===== src/design/sfport_consts.vh =====
`ifndef SFPORT_CONSTS_VH
`define SFPORT_CONSTS_VH
// Array geometry
`define SF_ADDR_W 19
`define SF_SECT_W 3
`define SF_PAGE_W 8
`define SF_BYTE_W 8
`define SF_PAGE_BYTES 9'h100
// Command codes: local encoding of the port's command decoder
`define CMD_WREN 8'h06
`define CMD_WRDI 8'h04
`define CMD_RDSR 8'h05
`define CMD_WRSR 8'h01
`define CMD_READ 8'h03
`define CMD_PP 8'h02
`define CMD_SE 8'hD8
`define CMD_BE 8'hC7
// Status bit positions
`define ST_BUSY 0
`define ST_WEL 1
`define ST_GUARD_LSB 2
`define ST_GUARD_MSB 4
// Internal cycle length in clocks
`define BUSY_CYCLES 16'h0040
`endif


===== src/design/sf_spi_port.v =====
// How it works
// - Output bit changes after each clock fall
// - Input line sampled on clock rise
// - Command, address, data all from input line
// - Deselected means output released, high impedance
// - Standby when deselected unless cycle runs
// - Select low enables and makes active
// - No command before first select fall
// - Pause freezes sequence, keeps selection
// - Paused: output released, clock and input ignored
// - Pause honoured only while selected
// - Write protect freezes area guard bits
// - Modes 0 and 3 both supported
// - Eight sectors, 256 pages, 256 bytes
// - Page program takes 1 to 256 bytes
// - Bulk erase or single sector erase
// - Pause changes only while clock low, except the clear on deselect
// - Status write and erases need clock count multiple of eight
`timescale 1ns/1ns
`include "sfport_consts.vh"
module sf_spi_port #(
	parameter BUSY_LEN = `BUSY_CYCLES
) (
	input wire ref_clk_i,
	input wire rstn_i,
	input wire sclk_i,
	input wire sel_n_i,
	input wire mosi_i,
	input wire pause_n_i,
	input wire wprot_n_i,
	output reg miso_o,
	output reg miso_oe_n_o,
	output reg active_o,
	output reg busy_o,
	output reg [2:0] area_guard_o,
	output reg [`SF_ADDR_W-1:0] op_addr_o,
	output reg wr_stb_o,
	output reg [7:0] wr_data_o,
	output reg erase_stb_o,
	output reg erase_all_o,
	input wire [7:0] rd_data_i
);
	// Three-stage synchronisers; stage one feeds only stage two
	// Every pin arrives from the master's timing domain; all but the data input,
	// which is taken from stage three alone, count once stages two and three agree.
	// The cost is about four reference clocks of lag on each pin, which
	// bounds the serial clock to well below a quarter of the local clock.
	reg [2:0] ck_s, cs_s, di_s, ho_s, wp_s;
	reg ck_q, cs_q, ho_q, wp_q; // Agreed, debounced levels
	// Command state
	// The engine below keeps one frame's worth of context: where it is in
	// the current byte, how many bytes have passed, the command byte and
	// the address being built. A select fall clears the bit and byte counts, not the command or address.
	reg armed_q; // First select fall seen
	reg paused_q; // Pause in force, sequence frozen
	reg [2:0] bit_q; // Bit position in byte
	reg [8:0] byte_q; // Byte count in frame, saturates
	reg [7:0] sh_q; // Input shift
	reg [7:0] cmd_q;
	reg [7:0] out_q; // Output shift
	reg [`SF_ADDR_W-1:0] addr_q;
	reg [8:0] pp_cnt_q; // Bytes queued this page program
	reg wel_q;
	reg [2:0] guard_q;
	reg [2:0] sr_new_q;
	// Internal cycle countdown; nonzero means a write cycle is running.
	// Everything that gates new write commands looks at this one counter.
	reg [15:0] busy_q;
	reg pend_q; // Write cycle awaiting frame end check
	reg [1:0] pend_kind_q; // 0 status, 1 page, 2 sector, 3 bulk
	reg drive_q;
	wire ck_rise = ck_s[2] & ~ck_q & ck_s[1];
	wire ck_fall = ~ck_s[2] & ck_q & ~ck_s[1];
	wire cs_lvl = (cs_s[2] == cs_s[1]) ? cs_s[2] : cs_q;
	wire ho_lvl = (ho_s[2] == ho_s[1]) ? ho_s[2] : ho_q;
	wire [7:0] nbyte = {sh_q[6:0], di_s[2]};
	// Live only while armed, selected and not paused; every serial action
	// is qualified by this single term, so a pause freezes bit and byte
	// counters exactly where they stood
	wire live = armed_q & ~cs_q & ~paused_q;
	// True when a sector lies in the guarded area
	// Codes one to three guard the top one, two or four sectors; any code
	// with the top bit set guards the whole array. Zero guards nothing.
	// Shared by sector erase and page program, hence a function.
	function prot;
		input [2:0] g;
		input [2:0] s;
		begin
			if (g == 3'h0)
				prot = 1'b0;
			else if (g[2])
				prot = 1'b1;
			else
				prot = (s >= (3'h7 - ((3'h1 << (g[1:0] - 2'h1)) - 3'h1)));
		end
	endfunction
	// Synchronise every pin; levels other than the data input counted once stages two and three agree
	// Reset parks select, pause and protect at their released levels so
	// that no false select fall or pause edge follows the reset release.
	always @(posedge ref_clk_i or negedge rstn_i) begin
		if (!rstn_i) begin
			ck_s <= 3'h0;
			cs_s <= 3'h7;
			di_s <= 3'h0;
			ho_s <= 3'h7;
			wp_s <= 3'h7;
			ck_q <= 1'b0;
			cs_q <= 1'b1;
			ho_q <= 1'b1;
			wp_q <= 1'b1;
		end else begin
			ck_s <= {ck_s[1:0], sclk_i};
			cs_s <= {cs_s[1:0], sel_n_i};
			di_s <= {di_s[1:0], mosi_i};
			ho_s <= {ho_s[1:0], pause_n_i};
			wp_s <= {wp_s[1:0], wprot_n_i};
			if (ck_s[2] == ck_s[1])
				ck_q <= ck_s[2]; // Either idle level is fine
			cs_q <= cs_lvl;
			ho_q <= ho_lvl;
			if (wp_s[2] == wp_s[1])
				wp_q <= wp_s[2];
		end
	end
	// Protocol engine
	// One process holds the whole serial engine. Its order matters: the
	// frame start and frame end handling come first, the sampling on the
	// clock rise later, so a command bit taken in the same cycle as a
	// frame event wins over the frame bookkeeping.
	// Strobes towards the array are single-cycle pulses cleared on entry.
	always @(posedge ref_clk_i or negedge rstn_i) begin
		if (!rstn_i) begin
			armed_q <= 1'b0;
			paused_q <= 1'b0;
			bit_q <= 3'h0;
			byte_q <= 9'h000;
			sh_q <= 8'h00;
			cmd_q <= 8'h00;
			out_q <= 8'h00;
			addr_q <= {`SF_ADDR_W{1'b0}};
			pp_cnt_q <= 9'h000;
			wel_q <= 1'b0;
			guard_q <= 3'h0;
			sr_new_q <= 3'h0;
			busy_q <= 16'h0000;
			pend_q <= 1'b0;
			pend_kind_q <= 2'h0;
			drive_q <= 1'b0;
			miso_o <= 1'b0;
			miso_oe_n_o <= 1'b1;
			active_o <= 1'b0;
			busy_o <= 1'b0;
			area_guard_o <= 3'h0;
			op_addr_o <= {`SF_ADDR_W{1'b0}};
			wr_stb_o <= 1'b0;
			wr_data_o <= 8'h00;
			erase_stb_o <= 1'b0;
			erase_all_o <= 1'b0;
		end else begin
			wr_stb_o <= 1'b0;
			erase_stb_o <= 1'b0;
			if (busy_q != 16'h0000)
				busy_q <= busy_q - 16'h0001;
			// Select fall arms the port and restarts the frame
			if (cs_q & ~cs_lvl) begin
				armed_q <= 1'b1;
				bit_q <= 3'h0;
				byte_q <= 9'h000;
				pp_cnt_q <= 9'h000;
				pend_q <= 1'b0;
				drive_q <= 1'b0;
			end
			// Pause only set or lifted with clock low while selected; deselect clears it at once
			// A pause edge seen with the clock high waits here until the
			// clock falls, so the bit in flight is never split
			if (~cs_q & ~ck_q)
				paused_q <= ~ho_q; // Position kept, nothing reset
			if (cs_q)
				paused_q <= 1'b0;
			// Frame end: commit writes only on whole bytes
			// A partial last byte leaves bit_q nonzero and the pending
			// write is dropped; the latch is cleared in that case too.
			if (~cs_q & cs_lvl) begin
				drive_q <= 1'b0;
				if (pend_q && bit_q == 3'h0) begin
					busy_q <= BUSY_LEN[15:0];
					wel_q <= 1'b0;
					case (pend_kind_q)
						2'h0: begin
							// Protect pin checked again at commit as well
							if (wp_q)
								guard_q <= sr_new_q;
						end
						2'h2: begin
							erase_stb_o <= 1'b1; // One sector erase
							erase_all_o <= 1'b0;
							op_addr_o <= {addr_q[`SF_ADDR_W-1:16], 16'h0000};
						end
						2'h3: begin
							erase_stb_o <= 1'b1; // Whole array erase
							erase_all_o <= 1'b1;
							op_addr_o <= {`SF_ADDR_W{1'b0}};
						end
						default: begin
							// Page program: bytes already strobed, only the cycle runs
							busy_q <= BUSY_LEN[15:0];
						end
					endcase
				end
				pend_q <= 1'b0;
			end
			// Sample input on clock rise, ignored when paused
			if (live & ck_rise) begin
				sh_q <= nbyte;
				bit_q <= bit_q + 3'h1;
				if (bit_q == 3'h7) begin
					if (byte_q != 9'h1FF)
						byte_q <= byte_q + 9'h001;
					if (byte_q == 9'h000) begin
						cmd_q <= nbyte;
						if (nbyte == `CMD_WREN && busy_q == 16'h0000)
							wel_q <= 1'b1;
						if (nbyte == `CMD_WRDI && busy_q == 16'h0000)
							wel_q <= 1'b0;
						if (nbyte == `CMD_RDSR) begin
							out_q <= {3'h0, guard_q, wel_q, (busy_q != 16'h0000)};
							drive_q <= 1'b1;
						end
						if (nbyte == `CMD_BE && wel_q && busy_q == 16'h0000 &&
							guard_q == 3'h0) begin
							pend_q <= 1'b1;
							pend_kind_q <= 2'h3;
						end
					end else if (cmd_q == `CMD_WRSR && byte_q == 9'h001) begin
						// Guard bits frozen while protect pin low
						if (wel_q && busy_q == 16'h0000 && wp_q) begin
							sr_new_q <= nbyte[`ST_GUARD_MSB:`ST_GUARD_LSB];
							pend_q <= 1'b1;
							pend_kind_q <= 2'h0;
						end
					end else if (byte_q <= 9'h003) begin
						// Byte address decode: sector, page, byte
						addr_q <= {addr_q[10:0], nbyte};
						if (byte_q == 9'h003) begin
							if (cmd_q == `CMD_READ) begin
								op_addr_o <= {addr_q[10:0], nbyte};
								drive_q <= 1'b1;
							end
							if (cmd_q == `CMD_SE && wel_q && busy_q == 16'h0000 &&
								!prot(guard_q, addr_q[10:8])) begin
								pend_q <= 1'b1;
								pend_kind_q <= 2'h2;
							end
						end
					end else if (cmd_q == `CMD_PP && wel_q && busy_q == 16'h0000 &&
						!prot(guard_q, addr_q[`SF_ADDR_W-1:16])) begin
						// Up to one page, wrapping in page
						if (pp_cnt_q != `SF_PAGE_BYTES) begin
							pp_cnt_q <= pp_cnt_q + 9'h001;
							wr_stb_o <= 1'b1;
							wr_data_o <= nbyte;
							op_addr_o <= addr_q;
							addr_q[7:0] <= addr_q[7:0] + 8'h01;
							pend_q <= 1'b1;
							pend_kind_q <= 2'h1;
						end
					end
				end
			end
			// Shift output on clock fall
			// A read fetches the next byte from the array at each byte
			// boundary and steps the address linearly; the status read
			// sends its byte once, then zeros, as its shift fills with zeros.
			// Limitation: the array must answer within one local clock.
			if (live & ck_fall & drive_q) begin
				if (bit_q == 3'h0 && cmd_q == `CMD_READ && byte_q > 9'h003) begin
					miso_o <= rd_data_i[7];
					out_q <= {rd_data_i[6:0], 1'b0};
					op_addr_o <= op_addr_o + {{(`SF_ADDR_W-1){1'b0}}, 1'b1};
				end else if (bit_q == 3'h0 && cmd_q == `CMD_RDSR) begin
					miso_o <= out_q[7];
					out_q <= {out_q[6:0], out_q[7]};
				end else begin
					miso_o <= out_q[7];
					out_q <= {out_q[6:0], 1'b0};
				end
			end
			// Output enable only in data phase, selected, unpaused
			// Released whenever deselected, paused or outside data-out
			miso_oe_n_o <= ~(live & drive_q);
			// Active while selected or a cycle runs, else standby
			active_o <= ~cs_q | (busy_q != 16'h0000);
			// Registered copies so every output leaves a flip-flop
			busy_o <= (busy_q != 16'h0000);
			area_guard_o <= guard_q; // Guard bits shown to the array side
		end
	end
endmodule // sf_spi_port


===== config.mk =====
export PLATFORM = sky130hd
export DESIGN_NAME = sf_spi_port
export DESIGN_NICKNAME = d
export VERILOG_FILES = /design/src/design/sf_spi_port.v
export VERILOG_INCLUDE_DIRS = /design/src /design/src/design
export SDC_FILE = /design/constraint.sdc
export NUM_CORES = 1
export LEC_CHECK = 0
export ABC_AREA = 1
export BUFFER_PORTS_ARGS = -buffer_cell sky130_fd_sc_hd__clkbuf_2
export CAP_MARGIN = 20
export CORE_UTILIZATION = 35
export DETAILED_ROUTE_END_ITERATION = 8
export GPL_TIMING_DRIVEN = 0
export SYNTH_ARGS = -nofsm -noshare
export SYNTH_HDL_FRONTEND = slang
export SYNTH_SLANG_ARGS = --single-unit

===== constraint.sdc =====
create_clock -name ref_clk_i -period 4.4 [get_ports ref_clk_i]
set_clock_uncertainty 0.2 [all_clocks]
set_input_delay 0.88 -clock ref_clk_i [delete_from_list [all_inputs] [get_ports ref_clk_i]]
set_output_delay 0.88 -clock ref_clk_i [all_outputs]
set_load 0.01 [all_outputs]

**Yosys cells after proc, flatten, opt, wreduce, memory -nomap -nowiden**

Cells that the tools add are included.
Widths: inputs -> output; s select.

- RAM bits: 0
- Memories: 0
- Output and inout bits: 37
- Input bits: 15
- Flip-flop bits (word level): 148
- Bits in latches: 0
- ROM bits: 0
- Logic and storage cells: 256

- Magnitude comparators: 4
- Shift-type cells: 1
- Bitwise operators: 25
- $mul: 0
- Reduce and logical (&&, ||, !) cells: 47
- Add/subtract/negate cells: 9
- Eq/ne operators: 24
- Divide/modulo/power cells: 0
- Muxes and demuxes: 110

Operators by type and width:

| kind | number |
|---|---|
| $mux 19 | 13 |
| $mux 9 | 12 |
| $mux 8 | 9 |
| $mux 1 | 60 |
| $mux 16 | 3 |
| $pmux 19 s2 | 1 |
| $eq 8x3->1 const B | 4 |
| $add 19x1->19 const B | 1 |
| $add 9x1->9 const B | 2 |
| $logic_and 1x1->1 | 18 |
| $mux 2 | 9 |
| $ne 9x9->1 const B | 2 |
| $reduce_bool 2->1 | 9 |
| $eq 8x2->1 const B | 2 |
| $eq 8x8->1 const B | 2 |
| $logic_not 16->1 | 1 |
| $reduce_bool 16->1 | 1 |
| $sub 16x1->16 const B | 1 |
| $and 1x1->1 | 13 |
| $not 1->1 | 11 |
| $reduce_and 5->1 | 2 |
| $eq 9x1->1 const B | 1 |
| $eq 9x2->1 const B | 1 |
| $gt 9x2->1 const B | 1 |
| other kinds (29) | 41 |

**Longest topological paths before layout**

Gate-level depths: netlist of run 1.

- Depth in word-level cells: 22
- Mapped depth: 19
- Gate-level depth less buffers: 19

**Worst setup path before layout of run 1**

OpenSTA, ideal clock, no wires.

- Path kind: register -> register
- Start: register guard_q[1]
- End: register pp_cnt_q[7]
- Library setup time: 0.123 ns
- Clock period less this slack: 2.301 ns
- Stages on the path, launching flop included: 15
- Path buffers: 1
- Required time: 4.077 ns
- Data arrival time: 1.978 ns
- Slack: 2.099 ns
- Cells stage by stage: dfrtp_1 -> inv_1 -> ha_1 -> ha_1 -> nor2_1 -> nand2_1 -> nand3_1 -> nand2_1 -> nand2_1 -> nand2_1 -> nor2_4 -> nand3_2 -> buf_2 -> o31ai_1 -> inv_1

- Longest elaborated chain between the ends: 20
- Elaborated cells on any way between the ends: 21
- Classes of those cells: 3 x add/sub; 1 x order compare; 1 x shift; 13 x mux; 3 x reduce/logical

RTL lines:

| item | RTL line | text |
|---|---|---|
| start: declaration | sf_spi_port.v:64 | `reg [2:0] guard_q;` |
| start signal: assignment | sf_spi_port.v:192 | `guard_q <= sr_new_q;` |
| $sub 2x1->2 | sf_spi_port.v:94 | `prot = (s >= (3'h7 - ((3'h1 << (g[1:0] - 2'h1)) - 3'h1)));` |
| $shl 1x2->3 | sf_spi_port.v:94 |  |
| $sub 3x1->3 | sf_spi_port.v:94 |  |
| $sub 3x3->3 | sf_spi_port.v:94 |  |
| $ge 3x3->1 | sf_spi_port.v:94 |  |
| $mux 1 | sf_spi_port.v:91 | `else if (g[2])` |
| $mux 1 * | sf_spi_port.v:89 | `if (g == 3'h0)` |
| $mux 1 * | sf_spi_port.v:241 | `end else if (byte_q <= 9'h003) begin` |
| (+4 left out) | - |  |
| $logic_not 1->1 * | sf_spi_port.v:256 | `` !prot(guard_q, addr_q[`SF_ADDR_W-1:16])) begin `` |
| $logic_and 1x1->1 * | sf_spi_port.v:255 | `` end else if (cmd_q == `CMD_PP && wel_q && busy_q == 16'h0000 && `` |
| $mux 9 * | sf_spi_port.v:255 |  |
| $mux 9 * | sf_spi_port.v:241 |  |
| $mux 9 * | sf_spi_port.v:234 | `` end else if (cmd_q == `CMD_WRSR && byte_q == 9'h001) begin `` |
| $mux 9 * | sf_spi_port.v:219 | `if (byte_q == 9'h000) begin` |
| $mux 9 * | sf_spi_port.v:216 | `if (bit_q == 3'h7) begin` |
| $mux 9 * | sf_spi_port.v:213 | `if (live & ck_rise) begin` |
| end signal: assignment | sf_spi_port.v:259 | `pp_cnt_q <= pp_cnt_q + 9'h001;` |
| end: declaration | sf_spi_port.v:62 | `reg [8:0] pp_cnt_q;` |

Mark *: on every way between the ends. The rest lies on a longest branch, timed or not. The select of a mux whose other input is x is not followed.
A chain may end at the register's enable or synchronous reset.

**Final worst setup path of run 1**

- Start: register guard_q[1]
- End: register pp_cnt_q[5]

Same word-level chain as after synthesis.

==> results of run 1 <==
## flip-flops by register name, indices dropped and copies added, names as in the netlist, 2 cells and up
| name | cells |
|---|---|
| addr_q | 19 |
| op_addr_o | 19 |
| busy_q | 16 |
| byte_q | 9 |
| pp_cnt_q | 9 |
| cmd_q | 8 |
| out_q | 8 |
| wr_data_o | 8 |
| sh_q | 7 |
| area_guard_o | 3 |
| bit_q | 3 |
| ck_s | 3 |
| cs_s | 3 |
| di_s | 3 |
| guard_q | 3 |
| ho_s | 3 |
| sr_new_q | 3 |
| wp_s | 3 |
| pend_kind_q | 2 |
## kinds of logic after synthesis
kind of cell,share of synthesized area
and+or+nand+nor,0.314
AOI/OAI and AO/OA,0.112
buffers and inverters,0.0800
DFF,0.449
adders and majority gates,0.0293
xor gates and xnor gates,0.0159
## placed cells by master (no fill, tap or decap), drive strengths merged
cell type	count
a211oi	2
a21oi	52
a22o	2
a22oi	2
and3	1
buf	14
clkbuf	78
clkinv	7
dfrtp	135
dfstp	13
ha	17
inv	156
maj3	3
nand2	353
nand3	78
nand3b	3
nand4	13
nor2	119
nor3	33
nor3b	1
nor4	6
o211ai	4
o21a	1
o21ai	100
o22ai	5
o311ai	1
o31ai	3
o41ai	2
or2	1
xnor2	4
xor2	11
## final cells by class
class	instances	share of cell area
timing repair buffer	52	0.0305
clock buffer	17	0.0445
tap	313	0.0409
sequential	148	0.389
clock inverter	15	0.0184
inverter	148	0.0581
multi-input combinational	817	0.408
buffer	23	0.0112
## per-stage QoR
step                      hold slack [ns]  worst slack (ns)  cells  cell area [um^2]
after floorplan                     0.131              2.10   1136              8280
after CTS                           0.153              1.53   1533              9570
after global routing                0.161              1.23   1533              9570
final                               0.150              1.55   1533              9570
after detailed placement            0.135              1.56   1501              8970
after global placement              0.134            -0.454   1500              8930
## critical path: cells and delay by family, from the launching register on
family | cells | cell delay [ns]
fa+ha+maj | 2 | 0.50
buf+inv | 3 | 0.38
flops | 1 | 0.37
simple gates | 12 | 1.31
## power groups by stage
stage,Sequential [uW],Clock (uW),Combinational [uW]
2_1_floorplan,1440,0,72.7
3_3_place_gp,1450,0,136
3_5_place_dp,1450,0,142
4_1_cts,1430,1500,143
5_1_grt,1430,1560,161
6_report,1430,1470,140
## synth_stat cells
cell,n
nor2_4,3
dfrtp_1,135
nand2_1,347
or2_2,1
o41ai_1,2
maj3_1,3
nand3_1,75
nand2_2,4
xor2_1,11
a22oi_1,2
o21ai_1,3
inv_1,139
buf_2,11
o211ai_1,4
o22ai_1,5
nand3b_1,3
o21ai_0,97
and3_1,1
a211oi_1,2
nand4_1,13
nand3_2,3
buf_6,1
nor2_1,111
nor3b_1,1
dfstp_2,13
o311ai_0,1
nor3_1,28
a22o_1,2
xnor2_1,4
clkinv_1,1
nor4_1,6
nand2_4,2
nor2_2,5
inv_2,8
ha_1,17
a21oi_1,52
nor3_2,3
o21a_1,1
o31ai_1,3
clkbuf_1,10
buf_1,1
nor3_4,2
## worst min path at each step
stage	from	endpoint	slack, ns	depth (start not counted)
after floorplan	ck_s[0]	ck_s[1]	0.13	0
after global placement	ck_s[0]	ck_s[1]	0.13	0
after detailed placement	ck_s[0]	ck_s[1]	0.13	0
after CTS	ck_s[0]	ck_s[1]	0.15	0
after global routing	ck_s[0]	ck_s[1]	0.16	0
final	di_s[1]	di_s[2]	0.15	0
## metal layers
layer  share of wire  wire length (um)  vias up
met5               0                 0        -
met4           0.015               331        0
met3           0.053              1190       27
met2            0.44              9820      206
met1            0.50             11200     3606
li1                -                 -     3795
==> reports/metrics.csv, run 1 <==
stage,metric,value,unit
status,outcome,completed,
clock_network,cts.sinks,148,
cells_and_area,multi_input_area,3900,um^2
power_and_ir_drop,power_switching,837,uW
timing,finalHoldViolCount,0,
power_and_ir_drop,power,3040,uW
worst_setup_path,worstSetupEndpoint,pp_cnt_q[5],
clock_network,htree_num_levels,4,
routing,routedWlPerCell,14.7,um
worst_setup_path,start_kind,flop,
routing,via_per_inst,4.98,
routing,wl,22500,um
cells_and_area,antenna_cells,0,
synth,netlist.area_leader.share,0.408,
clock_network,cts_setup_buffers,0,
cells_and_area,regArea,3720,um^2
power_and_ir_drop,power_density,318,nW/um^2
synth,yosys_warnings,0,
die,core,22900,um^2
worst_hold_path,hp-class,flop to flop,
power_and_ir_drop,p_seq_frac,0.470,
worst_setup_path,crit_fanout,8,
grt,grt_max_degree,110,
cells_and_area,area_growth,15.5,%
timing,fmaxAchievable,0.350,GHz
clock_network,tritoncts,built,
clock_network,clk_latency,0.43,ns
synth,synthDistinctLibCells,42,
timing,setup_viol,0,
synth,synthTopCellsByArea,"dfrtp_1 41%, nand2_1 16%, inv_1 6.3%, o21ai_0 5.9%, nor2_1 5.0%",
routing,drtAntennaViolNets,0,
grt,use_met1,0.290,
worst_setup_path,r2r_start,guard_q[1],
grt,track_usage,0.199,
clock_network,hold_buffers,0,
die,start_util,0.362,
cells_and_area,layout.nets,1239,
cells_and_area,final_util,0.418,
timing,rsz0062_at_grt,no,
grt,use_met3,0.0350,
clock_network,clockRootBuffer,clkbuf_16,
synth,ys_ff_latch,148,
routing,dr.pass1.iters,5,
timing,drv_slew,0,
worst_setup_path,crit_required,4.53,ns
power_and_ir_drop,power.leakage,0.00478,uW
die,chipWidth,156,um
worst_setup_path,cp_common_cell,nand2_1,
clock_network,cts_made_buffers,17,
worst_setup_path,r2r_end,pp_cnt_q[5],
timing,period_needed,2.85,ns
die,die_h,156,um
worst_setup_path,r2r_slack,1.55,ns
clock_network,cts_buffer_depth,2,
worst_setup_path,critPathCaptureType,flop,
synth,synth_top_cell_by_area,dfrtp_1,
grt,busiest_layer,met2,
die,die-area,24300,um^2
power_and_ir_drop,internal-power,2200,uW
routing,initialDrtViolationCount,610,
worst_setup_path,cp-startpoint,guard_q[1],
synth,syn-num-nets,1168,
synth,syn_area_per_cell,7.29,um^2
routing,drc_errors,0,
placed_design,numPortBuffers,51,
worst_setup_path,critical_path.slowest_cell,dfrtp_1,
placed_design,dp_hpwl,16400,um
grt,grt.overflow.total,0,
cells_and_area,fillers,2363,
timing,final.period_utilization,0.649,
power_and_ir_drop,swShare,0.275,
power_and_ir_drop,peakVddDrop,0.000215,V
run,cap_violations,0,
worst_setup_path,slowest_delay,0.37,ns
die,rows,55,
power_and_ir_drop,clockPowerShare,0.484,
worst_setup_path,crit_chain,inv_1 -> ha_1 -> ha_1 -> nor2_1 -> nand2_1 -> nand3_1 -> nand2_1 -> nand2_1 -> nand2_1 -> nor2_4 -> nand3_2 -> inv_2 -> nand3_2 -> nor2_1 -> nand2_1 -> nand2_1 -> inv_1,
worst_setup_path,path_class,flop to flop,
worst_setup_path,rr_worst_depth,17,
routing,via_count,7634,
timing,relSlewSlack,0.493,
cells_and_area,final_layout_size_suffix_gt1_frac,0.115,
worst_setup_path,worst-endpoint-arrival,2.98,ns
grt,antenna_found_initial,0,
synth,ys_seq_area_frac,0.449,
synth,syn-cell-area,8280,um^2
die,io_pins,52,
synth,syn-instance-count,1136,
grt,grt_use_met2,0.299,
grt,grt_pass1_wl,37900,um
power_and_ir_drop,power_frac_comb,0.046,
timing,setup_tns,0,ns
grt,grt_pass1_vias,7179,
clock_network,path_clk_slew,0.07,ns
clock_network,cts_resized,0,
timing,tightest_slew,0.756,ns
placed_design,gp_congestion,0.860,
(Power assumes the default switching activity.)
==> run 2: changes to the inputs <==
- clock period: 4.4 -> 2.6 ns (I/O delays scaled with it)
==> reports/metrics.csv, run 2 (same netlist as run 1, synthesis figures left out) <==
stage,metric,value,unit
clock_network,cts_buffer_depth,2,
timing,setup_tns,0,ns
clock_network,path_clk_slew,0.07,ns
cells_and_area,fin_cells,1566,
worst_hold_path,hold_path_startpoint,rd_data_i[5],
cells_and_area,final_util,0.444,
cells_and_area,layout.nets,1272,
timing,tightest_slew,0.615,ns
grt,grt_pass1_wl,38300,um
timing,final.period_utilization,0.964,
worst_setup_path,rr_worst_depth,16,
clock_network,htree_num_levels,4,
grt,grt_max_degree,110,
timing,finalHoldViolCount,0,
clock_network,clockRootBuffer,clkbuf_16,
worst_setup_path,r2r_end,op_addr_o[9],
worst_setup_path,crit_required,2.73,ns
die,die_h,156,um
placed_design,placed_cell_area,8970,um^2
run,cap_violations,0,
grt,grt_pass1_vias,7294,
worst_setup_path,crit_fanout,5,
status,outcome,completed,
worst_setup_path,critPathCaptureType,flop,
worst_setup_path,path_class,flop to flop,
routing,drtAntennaViolNets,0,
placed_design,dp_hpwl,16400,um
grt,antenna_found_initial,0,
die,start_util,0.362,
die,io_pins,52,
timing,rsz0062_at_grt,yes,
cells_and_area,final_layout_size_suffix_gt1_frac,0.176,
worst_hold_path,hold_depth,3,
routing,wl,23100,um
worst_hold_path,whs_endpoint,out_q[6],
cells_and_area,layout_common_cells,"338 x nand2_1, 133 x dfrtp_1, 132 x inv_1, 95 x o21ai_0, 91 x nor2_1",
placed_design,gp_congestion,0.860,
routing,dr.pass1.iters,5,
clock_network,cts.sinks,148,
worst_setup_path,r2r_slack,0.09,ns
routing,drc_errors,0,
placed_design,place_ws,-0.245,ns
worst_setup_path,start_kind,flop,
grt,track_usage,0.201,
routing,via_count,7806,
clock_network,cts_made_buffers,17,
timing,setup_ws,0.0928,ns
routing,initialDrtViolationCount,613,
placed_design,numPortBuffers,51,
grt,grt.overflow.total,0,
cells_and_area,layout_commonest_cell,nand2_1,
cells_and_area,top_regs,"addr_q: 19 flops, op_addr_o: 19 flops, busy_q: 16 flops",
worst_setup_path,worst-endpoint-arrival,2.63,ns
timing,period_needed,2.51,ns
power_and_ir_drop,power_density,507,nW/um^2
routing,routedWlPerCell,14.7,um
die,die-area,24300,um^2
cells_and_area,antenna_cells,0,
worst_setup_path,r2r_start,guard_q[1],
die,rows,55,
timing,fmaxAchievable,0.399,GHz
timing,relSlewSlack,0.590,
die,core,22900,um^2
worst_hold_path,hp-class,input pin to flop,
clock_network,tritoncts,built,
placed_design,dp.cells,1501,
routing,via_per_inst,4.98,
power_and_ir_drop,power.leakage,0.00497,uW
clock_network,clk_latency,0.43,ns
timing,setup_viol,0,
cells_and_area,area_growth,22.7,%
die,chipWidth,156,um
power_and_ir_drop,peakVddDrop,0.000371,V
timing,drv_slew,0,
cells_and_area,finish.instance_area,10200,um^2
run 2: worst max path at each step:
stage          startpoint           end  slack (ns)  depth (start not counted)
2_1_floorplan  guard_q[1]   pp_cnt_q[7]        0.30                         14
3_3_place_gp       rstn_i        busy_o       -1.89                          1
3_5_place_dp   guard_q[1]   pp_cnt_q[5]       -0.24                         17
4_1_cts              cs_q  op_addr_o[7]       -0.02                         15
5_1_grt        guard_q[1]   pp_cnt_q[6]        -0.1                         16
6_report       guard_q[1]  op_addr_o[9]        0.09                         16
run 2: area by class of cell:
class / instances / area, um^2
fill: 2301 / 12700
multi-input combinational: 817 / 4160
sequential: 148 / 3720
timing repair buffer: 85 / 577
inverter: 148 / 571
clock buffer: 17 / 425
tap: 313 / 392
clock inverter: 15 / 176
buffer: 23 / 140
run 2: where the power goes:
group	leakage [uW]	internal, uW	switching [uW]	total, uW
registers	0.00195	2360	53.6	2420
clock network	0.000295	1300	1190	2490
logic	0.00272	70.5	176	247
total	0.00497	3740	1420	5160
run 2: critical path, stage by stage, from the launching register on:
cell and delay (ns):
dfrtp_1 0.39, inv_2 0.13, ha_4 0.17, ha_4 0.19, nor2_2 0.07, nand2_1 0.07, nand3_2 0.07, nand2_2 0.07
nand2_4 0.10, nand2_4 0.09, nand2_2 0.07, nand4_1 0.22, buf_6 0.22, a21oi_2 0.09, nor2_1 0.05, nor2_1 0.14
nor2_1 0.07
run 2: through the flow:
| stage | power, uW | hold WS, ns |
|---|---|---|
| finish | 5160 | 0.126 |
| global route | 5340 | 0.127 |
| CTS | 5210 | 0.116 |
| detailed placement | 2700 | 0.135 |
| global placement | 2690 | 0.134 |
| floorplan | 2560 | 0.0244 |
run 2: routing by layer:
layer	global-route usage	routed length, um	up-vias
met4	0.0616	336	0
met3	0.0372	1290	36
li1	-	-	3860
met2	0.302	10200	228
met5	0	0	-
met1	0.291	11300	3682
run 2: timing repair:
action / 4_1_cts / 5_1_grt
resized for setup: 19 / 73
endpoints found under the hold margin: 44 / 0
pin swaps: 5 / 24
cloned: 1 / 0
hold buffers: 6 / 0
setup buffers: 7 / 19
setup endpoints to repair: 54 / 67
